File: src/rtl/bom_cfg.svh
// Register offsets, field positions, reset values and threshold arithmetic for the brownout monitor
`ifndef BOM_CFG_SVH
`define BOM_CFG_SVH
// Register byte offsets
`define BOM_OFS_CTRL 8'h00
`define BOM_OFS_RAILTH 8'h04
`define BOM_OFS_BATTTH 8'h08
`define BOM_OFS_SUPTH 8'h0c
`define BOM_OFS_STATUS 8'h10
`define BOM_OFS_MASK 8'h14
`define BOM_OFS_LIVE 8'h18
// Control fields
`define BOM_CTRL_MASTER 5
`define BOM_CTRL_EN_LSB 0
// Status bit positions
`define BOM_EV_CORE 0
`define BOM_EV_ANA 1
`define BOM_EV_IO 2
`define BOM_EV_MEM 3
`define BOM_EV_BATT 4
`define BOM_EV_DROOP 5
`define BOM_EV_INTER 6
`define BOM_EV_VALID 7
// Threshold arithmetic in millivolts
`define BOM_RAIL_STEP_MV 25
`define BOM_BATT_BASE_MV 2400
`define BOM_BATT_STEP_MV 40
`define BOM_INTER_BASE_MV 3600
`define BOM_INTER_STEP_MV 25
`define BOM_HYST_MV 50
// Reset values
`define BOM_RST_CTRL 6'h00
`define BOM_RST_RAILTH 32'h0000_0000
`define BOM_RST_BATTTH 5'h14
`define BOM_RST_SUPTH 7'h00
`endif

File: src/rtl/bom_pkg.sv
// Types shared by the brownout monitor files
package bom_pkg;
  // Detector index in the event vector
  typedef enum logic [2:0] {
    BOM_DET_CORE = 3'b000,
    BOM_DET_ANA = 3'b001,
    BOM_DET_IO = 3'b010,
    BOM_DET_MEM = 3'b011,
    BOM_DET_BATT = 3'b100
  } bom_det_e;
  // Measured levels from the analog front end, in millivolts
  typedef struct packed {
    logic [12:0] core_mv;
    logic [12:0] ana_mv;
    logic [12:0] io_mv;
    logic [12:0] mem_mv;
    logic [12:0] batt_mv;
    logic [12:0] five_mv;
    logic [12:0] inter_mv;
  } bom_level_s;
  // Rail target voltages, in millivolts
  typedef struct packed {
    logic [12:0] core_mv;
    logic [12:0] ana_mv;
    logic [12:0] io_mv;
    logic [12:0] mem_mv;
  } bom_target_s;
  // Wishbone request bundle
  typedef struct packed {
    logic cyc;
    logic stb;
    logic we;
    logic [7:0] adr;
    logic [3:0] sel;
    logic [31:0] dat;
  } bom_wb_req_s;
  typedef logic [12:0] bom_mv_t;
endpackage

File: src/rtl/bom_sync.sv
// Two flip-flop synchroniser for a vector of pins
`timescale 1ns/1ps
module bom_sync #(
  parameter int W = 1
) (
  // Clock and reset
  input wire logic clk_sys,
  input wire logic rst_n,
  // Data
  input wire logic [W-1:0] d,
  output logic [W-1:0] q
);
  logic [W-1:0] meta_q; // First stage, read only by the second
  logic [W-1:0] q_q; // Second stage
  // Two stages; nothing reads the first one except the second
  always_ff @(posedge clk_sys or negedge rst_n) begin
    if (!rst_n) begin
      meta_q <= '0;
      q_q <= '0;
    end else begin
      meta_q <= d;
      q_q <= meta_q;
    end
  end
  assign q = q_q;
endmodule

File: src/rtl/bom_cmp.sv
// Under-threshold comparator with optional hysteresis
`timescale 1ns/1ps
`include "bom_cfg.svh"
module bom_cmp import bom_pkg::*; #(
  parameter bit HYST = 1'b0
) (
  // Clock and reset
  input wire logic clk_sys,
  input wire logic rst_n,
  // Level and threshold
  input wire bom_mv_t level,
  input wire bom_mv_t thresh,
  // Result
  output logic below
);
  logic below_q; // Held indication
  logic below_d;
  logic [13:0] rel; // Release level
  // Trip below threshold; release only at or above threshold plus hysteresis
  always_comb begin
    rel = {1'b0, thresh} + (HYST ? 14'(`BOM_HYST_MV) : 14'h0000);
    below_d = below_q;
    if ({1'b0, level} < {1'b0, thresh}) begin
      below_d = 1'b1;
    end else if ({1'b0, level} >= rel) begin
      below_d = 1'b0;
    end
  end
  // Register the indication
  always_ff @(posedge clk_sys or negedge rst_n) begin
    if (!rst_n) begin
      below_q <= 1'b0;
    end else begin
      below_q <= below_d;
    end
  end
  assign below = below_q;
endmodule

File: src/rtl/bom_top.sv
// Brownout monitor with interrupts and automatic shutdown
//
// The implementer's own choices: the register offsets and register access over Wishbone.
`timescale 1ns/1ps
`include "bom_cfg.svh"
module bom_top import bom_pkg::*; (
  // Clock and reset
  input wire logic clk_sys,
  input wire logic rst_n,
  // Wishbone slave
  input wire logic wb_cyc_i,
  input wire logic wb_stb_i,
  input wire logic wb_we_i,
  input wire logic [7:0] wb_adr_i,
  input wire logic [3:0] wb_sel_i,
  input wire logic [31:0] wb_dat_i,
  output logic [31:0] wb_dat_o,
  output logic wb_ack_o,
  // Analog front end (asynchronous)
  input wire bom_level_s level_i,
  input wire bom_target_s target_i,
  input wire logic five_volt_present_i,
  // Outputs
  output logic fast_interrupt_request_o,
  output logic power_down_o
);
  // Synchronised pins
  bom_level_s lvl;
  bom_target_s tgt;
  logic present;
  bom_sync #(.W($bits(bom_level_s))) u_sync_lvl (
    .clk_sys(clk_sys),
    .rst_n(rst_n),
    .d(level_i),
    .q(lvl)
  );
  bom_sync #(.W($bits(bom_target_s) + 1)) u_sync_tgt (
    .clk_sys(clk_sys),
    .rst_n(rst_n),
    .d({target_i, five_volt_present_i}),
    .q({tgt, present})
  );

  // Software registers
  logic [5:0] ctrl_q, ctrl_d; // Enables [4:0] and master
  logic [31:0] railth_q, railth_d; // Four 3-bit margins, bytes 0..3
  logic [4:0] battth_q, battth_d; // Battery step count
  logic [6:0] supth_q, supth_d; // [1:0] droop sel, [6:2] intermediate steps
  logic [7:0] stat_q, stat_d; // Sticky events
  logic [7:0] mask_q, mask_d; // Interrupt mask
  logic valid_seen_q, valid_seen_d; // Five-volt has risen above valid once
  logic [31:0] rdat_q, rdat_d;
  logic ack_q, ack_d;
  logic irq_q, irq_d;
  logic pd_q, pd_d;

  // Threshold computation
  bom_mv_t th_core, th_ana, th_io, th_mem, th_batt, th_droop, th_inter;
  bom_mv_t th_valid;
  logic [7:0] below; // Comparator results in status layout
  logic [2:0] m_core, m_ana, m_io, m_mem;
  // Margin in mV for a 3-bit field, 0..175
  function automatic bom_mv_t margin(input logic [2:0] s);
    margin = 13'(s) * 13'(`BOM_RAIL_STEP_MV);
  endfunction
  // Rail thresholds are target less a margin; battery and intermediate absolute
  always_comb begin
    m_core = railth_q[2:0];
    m_ana = railth_q[10:8];
    m_io = railth_q[18:16];
    m_mem = railth_q[26:24];
    th_core = tgt.core_mv - margin(m_core);
    th_ana = tgt.ana_mv - margin(m_ana);
    th_io = tgt.io_mv - margin(m_io);
    th_mem = tgt.mem_mv - margin(m_mem);
    th_batt = 13'(`BOM_BATT_BASE_MV) + 13'(battth_q) * 13'(`BOM_BATT_STEP_MV);
    th_inter = 13'(`BOM_INTER_BASE_MV) + 13'(supth_q[6:2]) * 13'(`BOM_INTER_STEP_MV);
    // Four droop levels; encoding chosen locally
    unique case (supth_q[1:0])
      2'h0: th_droop = 13'd4300;
      2'h1: th_droop = 13'd4400;
      2'h2: th_droop = 13'd4500;
      2'h3: th_droop = 13'd4700;
    endcase
    th_valid = 13'd4400; // Supply-valid level, fixed by the front end
  end

  // Comparators; droop gets hysteresis so its indication does not chatter
  bom_cmp #(.HYST(1'b0)) u_c_core (.clk_sys(clk_sys), .rst_n(rst_n),
    .level(lvl.core_mv), .thresh(th_core), .below(below[`BOM_EV_CORE]));
  bom_cmp #(.HYST(1'b0)) u_c_ana (.clk_sys(clk_sys), .rst_n(rst_n),
    .level(lvl.ana_mv), .thresh(th_ana), .below(below[`BOM_EV_ANA]));
  bom_cmp #(.HYST(1'b0)) u_c_io (.clk_sys(clk_sys), .rst_n(rst_n),
    .level(lvl.io_mv), .thresh(th_io), .below(below[`BOM_EV_IO]));
  bom_cmp #(.HYST(1'b0)) u_c_mem (.clk_sys(clk_sys), .rst_n(rst_n),
    .level(lvl.mem_mv), .thresh(th_mem), .below(below[`BOM_EV_MEM]));
  bom_cmp #(.HYST(1'b0)) u_c_batt (.clk_sys(clk_sys), .rst_n(rst_n),
    .level(lvl.batt_mv), .thresh(th_batt), .below(below[`BOM_EV_BATT]));
  bom_cmp #(.HYST(1'b1)) u_c_droop (.clk_sys(clk_sys), .rst_n(rst_n),
    .level(lvl.five_mv), .thresh(th_droop), .below(below[`BOM_EV_DROOP]));
  bom_cmp #(.HYST(1'b0)) u_c_inter (.clk_sys(clk_sys), .rst_n(rst_n),
    .level(lvl.inter_mv), .thresh(th_inter), .below(below[`BOM_EV_INTER]));
  bom_cmp #(.HYST(1'b0)) u_c_valid (.clk_sys(clk_sys), .rst_n(rst_n),
    .level(lvl.five_mv), .thresh(th_valid), .below(below[`BOM_EV_VALID]));

  // Bus decode
  logic req, wr, rd;
  logic [7:0] ev_prev_q, ev_prev_d; // Previous comparator state for edge detect
  logic [7:0] rise;
  logic [1:0] warm_q, warm_d; // Cycles since reset, saturates at 3
  logic warm_done; // Synchronisers hold real pin levels
  logic [4:0] auto_src; // Shutdown candidates: core, ana, io, batt, five
  // Register file, sticky status and shutdown next-state
  always_comb begin
    req = wb_cyc_i && wb_stb_i && !ack_q;
    wr = req && wb_we_i;
    rd = req && !wb_we_i;
    ctrl_d = ctrl_q;
    railth_d = railth_q;
    battth_d = battth_q;
    supth_d = supth_q;
    mask_d = mask_q;
    rdat_d = rdat_q;
    ack_d = req;
    // Synchronisers read zero right after reset, which looks like a brownout;
    // ignore edges until real levels reach the comparators, then catch any
    // detector that is still below so a genuine low supply is not lost
    warm_done = (warm_q == 2'h3);
    warm_d = warm_done ? warm_q : warm_q + 2'h1;
    ev_prev_d = warm_done ? below : 8'h00;
    rise = warm_done ? (below & ~ev_prev_q) : 8'h00;
    stat_d = stat_q;
    // Writes honour byte lanes; unmapped offsets are ignored
    if (wr) begin
      unique case (wb_adr_i)
        `BOM_OFS_CTRL: if (wb_sel_i[0]) ctrl_d = wb_dat_i[5:0];
        `BOM_OFS_RAILTH: begin
          for (int b = 0; b < 4; b++) begin
            if (wb_sel_i[b]) railth_d[b*8 +: 8] = {5'h00, wb_dat_i[b*8 +: 3]};
          end
        end
        `BOM_OFS_BATTTH: if (wb_sel_i[0]) battth_d = wb_dat_i[4:0];
        `BOM_OFS_SUPTH: if (wb_sel_i[0]) supth_d = wb_dat_i[6:0];
        `BOM_OFS_MASK: if (wb_sel_i[0]) mask_d = wb_dat_i[7:0];
        default: ;
      endcase
    end
    // Reads return data; status read clears it; unmapped reads zero
    if (rd) begin
      unique case (wb_adr_i)
        `BOM_OFS_CTRL: rdat_d = {26'h0, ctrl_q};
        `BOM_OFS_RAILTH: rdat_d = railth_q;
        `BOM_OFS_BATTTH: rdat_d = {27'h0, battth_q};
        `BOM_OFS_SUPTH: rdat_d = {25'h0, supth_q};
        `BOM_OFS_STATUS: begin
          rdat_d = {24'h0, stat_q};
          stat_d = 8'h00;
        end
        `BOM_OFS_MASK: rdat_d = {24'h0, mask_q};
        `BOM_OFS_LIVE: rdat_d = {23'h0, valid_seen_q, below};
        default: rdat_d = 32'h0000_0000;
      endcase
    end
    // New trips set after the clear so a same-cycle event survives
    stat_d = stat_d | rise;
    // Interrupt from any unmasked sticky bit, with or without five-volt
    irq_d = |(stat_d & mask_q);
    // Arm five-volt shutdown only after the input was once valid
    valid_seen_d = valid_seen_q | (present && !below[`BOM_EV_VALID]);
    // Core, analog and IO rails and battery only while five-volt absent; memory rail and droop never listed
    auto_src[0] = below[`BOM_EV_CORE] && !present;
    auto_src[1] = below[`BOM_EV_ANA] && !present;
    auto_src[2] = below[`BOM_EV_IO] && !present;
    auto_src[3] = below[`BOM_EV_BATT] && !present;
    auto_src[4] = below[`BOM_EV_VALID] && valid_seen_q;
    // Local enables gated by master; power-down holds until reset
    pd_d = pd_q | (ctrl_q[`BOM_CTRL_MASTER] && |(auto_src & ctrl_q[4:0]));
  end

  // Register all state
  always_ff @(posedge clk_sys or negedge rst_n) begin
    if (!rst_n) begin
      ctrl_q <= `BOM_RST_CTRL;
      railth_q <= `BOM_RST_RAILTH;
      battth_q <= `BOM_RST_BATTTH;
      supth_q <= `BOM_RST_SUPTH;
      stat_q <= 8'h00;
      mask_q <= 8'h00;
      valid_seen_q <= 1'b0;
      rdat_q <= 32'h0000_0000;
      ack_q <= 1'b0;
      irq_q <= 1'b0;
      pd_q <= 1'b0;
      ev_prev_q <= 8'h00;
      warm_q <= 2'h0;
    end else begin
      ctrl_q <= ctrl_d;
      railth_q <= railth_d;
      battth_q <= battth_d;
      supth_q <= supth_d;
      stat_q <= stat_d;
      mask_q <= mask_d;
      valid_seen_q <= valid_seen_d;
      rdat_q <= rdat_d;
      ack_q <= ack_d;
      irq_q <= irq_d;
      pd_q <= pd_d;
      ev_prev_q <= ev_prev_d;
      warm_q <= warm_d;
    end
  end

  assign wb_dat_o = rdat_q;
  assign wb_ack_o = ack_q;
  assign fast_interrupt_request_o = irq_q;
  assign power_down_o = pd_q;
endmodule

File: config.mk
export PLATFORM = sky130hd
export DESIGN_NAME = bom_top
export DESIGN_NICKNAME = d
export VERILOG_FILES = /design/src/rtl/bom_pkg.sv /design/src/rtl/bom_sync.sv /design/src/rtl/bom_cmp.sv /design/src/rtl/bom_top.sv
export VERILOG_INCLUDE_DIRS = /design/src /design/src/rtl
export SDC_FILE = /design/constraint.sdc
export NUM_CORES = 1
export LEC_CHECK = 0
export ABC_AREA = 0
export BUFFER_PORTS_ARGS = -buffer_cell sky130_fd_sc_hd__clkbuf_2
export CAP_MARGIN = 20
export CORE_MARGIN = 4
export CORE_UTILIZATION = 40
export CTS_BUF_LIST = sky130_fd_sc_hd__clkbuf_8 sky130_fd_sc_hd__clkbuf_16
export DETAILED_ROUTE_END_ITERATION = 10
export GPL_TIMING_DRIVEN = 0
export HOLD_SLACK_MARGIN = 0.15
export PLACE_DENSITY = 0.68
export SYNTH_ARGS = -nofsm -noshare
export SYNTH_HDL_FRONTEND = slang
export SYNTH_SLANG_ARGS = --single-unit
File: constraint.sdc
create_clock -name clk_sys -period 4.35 [get_ports clk_sys]
set_clock_uncertainty 0.05 [all_clocks]
set_input_delay 0.87 -clock clk_sys [delete_from_list [all_inputs] [get_ports clk_sys]]
set_output_delay 0.87 -clock clk_sys [all_outputs]
set_load 0.1 [all_outputs]
==> qor.txt <==
post-layout util: 48.6%
Max VDD drop: 0.353 mV
Crit path largest cell delay: 0.49 ns
Sw Ratio: 24.1%
Clock transition at path regs: 0.06 ns
outcome: finished clean
Hold WC Path Type: primary input to asynchronous set/reset pin
sequential area share after synthesis: 58.4%
combinational share of power: 8.3%
first-pass detailed-route iteration total: 5
Seq pwr share: 48.4%
Remaining DRCs: 0
top layer in use: met5
Sw Pwr: 1.81 mW
P_int: 5.71 mW
pin count of the biggest net entering global routing: 83
gr ovfl total: 0
yosys synthesis warning count: 0
crit path cell chain: inv_1, ha_1, inv_1, fa_1, inv_1, ha_1, nor2_1, a211oi_1, a31oi_1, nor2b_1, xnor2_1, ha_1, nand4_1, a211oi_1, o2111ai_1, o2bb2ai_1
CP Capture Type: flip-flop
starting density of the core: 40.6%
synthesis-stage register bit count: 367
Met1 Wirelength: 13900 um
Met3 Wirelength: 1920 um
cts hold-fix bufs: 0
initial antenna violation count: 1
first-pass GRT wire length: 52900 um
final hold vios: 0
Die Width: 206 um
vias per cell: 4.84
total CTS buffers: 40
crit path DAT: 4.40 ns
vias in the first global route: 10339
area of the mapped netlist: 15700 um2
Root Driver: clkbuf_16
CTS H-tree depth: 2
dpl hpwl: 24300 um
Resized cells post-CTS: 0
core area: 38700 um2
relative slew slack: 50.4%
layout cells sized above 1: 23.2%
critical path class: flip-flop to flip-flop
Synth cell types: 65
EDFF count, synth: 0
Pwr Total: 7.53 mW
Die Span Y: 206 um
Syn Inst Count: 1198
Setup Viol. Count Final: 0
CTS tree: done
CP max-delay cell: fa_1
fmax: 0.247 GHz
Synth Area per Inst: 13.1 um2
Max Slew Vio Count: 0
Worst Tran Pin Value: 0.738 ns
routed wire length: 32500 um
I/O Buffers: 192
CP Max Fanout: 6
Max Cap Viol: 0
ys async rst share: 100%
WL met2: 15800 um
Final nets: 1833
I/O pin count: 228
row cnt: 72
DR iter-0 viols: 432
Layout area overhead: 19.6%
die area: 42600 um2
startpoint types: flip-flop
clk buf depth: 3
Worst-Skew Late Latency: 0.55 ns
Routed Antenna Nets: 0
clock sink total: 367
unrepaired setup endpoints after global routing: no
Main synth FF type: dfrtp_1
min cycle time layout: 4.04 ns
Lkg Pwr: 9.21 nW
total setup buffers inserted after CTS: 0
PwrDens: 400 nW/um2
Final GP Congestion: 0.841
GR Util All Layers: 15.7%
wire per inst: 16.2 um
via count: 9670
fin crit share: 92.9%
Clk network pwr share: 43.3%
Worst EP required: 4.70 ns
synth_stat cells, types with 13 or more instances:
cell type / count / area (um2)
a211oi_1: 23 / 173
a21o_1: 20 / 150
a21oi_1: 32 / 160
buf_4: 15 / 113
dfrtp_1: 365 / 9130
ha_1: 180 / 2250
inv_1: 117 / 439
mux2_2: 41 / 462
nand2_1: 49 / 184
nor2_1: 47 / 176
nor2b_1: 19 / 119
nor3_1: 13 / 65.1
o21ai_0: 38 / 190
xnor2_1: 32 / 280
xor2_1: 30 / 263
state kept, by name, indices dropped and copies added, names as in the netlist, 2 cells and up:
register,flops
battth_q,5
ctrl_q,6
ev_prev_q,8
mask_q,8
railth_q,12
stat_q,8
supth_q,7
u_sync_lvl.meta_q,88
u_sync_lvl.q,88
u_sync_tgt.meta_q,53
u_sync_tgt.q,53
warm_q,2
wb_dat_o,17
per-layer routing:
metal	global-route usage [%]	vias to the layer above
met3	3.42	56
met4	5.09	2
met5	0	-
met2	26.4	221
li1	-	4644
met1	20.5	4747
layout by cell type, fill, tap and decap left out, drive strengths merged, types with 19 or more instances in the layout:
cell type | synthesis | layout
a211oi | 23 | 23
a21o | 20 | 20
a21oi | 32 | 32
buf | 24 | 28
clkbuf | 2 | 241
dfrtp | 365 | 365
ha | 180 | 180
inv | 117 | 127
mux2 | 41 | 41
nand2 | 49 | 49
nor2 | 47 | 47
nor2b | 19 | 19
o21ai | 39 | 39
xnor2 | 32 | 32
xor2 | 30 | 30
critical path, delay by kind of cell, from the launching register on:
family | cells | cell delay [ns]
adders and majority gates | 4 | 1.44
buffers and inverters | 3 | 0.19
and+or+nand+nor | 3 | 0.35
xor gates and xnor gates | 1 | 0.12
AOI/OAI and AO/OA | 5 | 1.29
DFF | 1 | 0.45
worst paths after layout:
kind                                                       from                         endpoint  slack (ns)  cells after the start
worst max-delay path                    railth_q[9]$_DFFE_PN0P_        u_c_ana.below$_DFFE_PN0P_        0.31                     16
worst min-delay path                                      rst_n  u_sync_lvl.meta_q[71]$_DFF_PN0_        0.25                      1
worst max register to register          railth_q[9]$_DFFE_PN0P_        u_c_ana.below$_DFFE_PN0P_        0.31                     16
worst min register to register  u_sync_lvl.meta_q[14]$_DFF_PN0_       u_sync_lvl.q[14]$_DFF_PN0_        0.29                      0
max in group asynchronous                                 rst_n  u_sync_tgt.meta_q[26]$_DFF_PN0_        2.51                      4
min in group clk_sys            u_sync_lvl.meta_q[14]$_DFF_PN0_       u_sync_lvl.q[14]$_DFF_PN0_        0.29                      0
power groups by stage:
stage | logic (mW) | clock network, mW | registers [mW]
final | 0.623 | 3.26 | 3.64
after global routing | 0.716 | 3.51 | 3.65
after CTS | 0.637 | 3.39 | 3.64
after detailed placement | 0.631 | 0 | 3.70
after global placement | 0.598 | 0 | 3.70
after floorplan | 0.371 | 0 | 3.69
area by class of cell:
type	count	area, um2
Sequential cell	367	9190
Timing Repair Buffer	196	1080
Buffer	26	165
Antenna cell	1	2.50
Fill cell	3428	19900
Multi-Input combinational cell	702	6000
Clock buffer	47	1110
Inverter	117	439
Clock inverter	26	186
Tap cell	518	648
metrics by stage:
| step | setup TNS [ns] | setup WS (ns) | hold slack [ns] | instances | cell area, um2 |
|---|---|---|---|---|---|
| after CTS | 0 | 0.160 | 0.247 | 1999 | 18800 |
| after global placement | -1936.48 | -5.34 | 0.284 | 1922 | 17400 |
| final | 0 | 0.308 | 0.255 | 2000 | 18800 |
| after detailed placement | 0 | 0.178 | 0.285 | 1926 | 17500 |
| after floorplan | 0 | 0.944 | 0.281 | 1212 | 15800 |
| after global routing | 0 | 0.0115 | 0.282 | 1999 | 18800 |
cell families after synthesis:
group,Yosys count,synth area share (%)
simple gates,185,6.20
compound gates,201,8.86
xor+xnor,62,3.45
fa+ha+maj,190,15.6
other cells,1,0.0238
flops,367,58.4
buf+inv,143,3.84
mux,49,3.68
No activity file was read; power rests on OpenSTA's default activity.
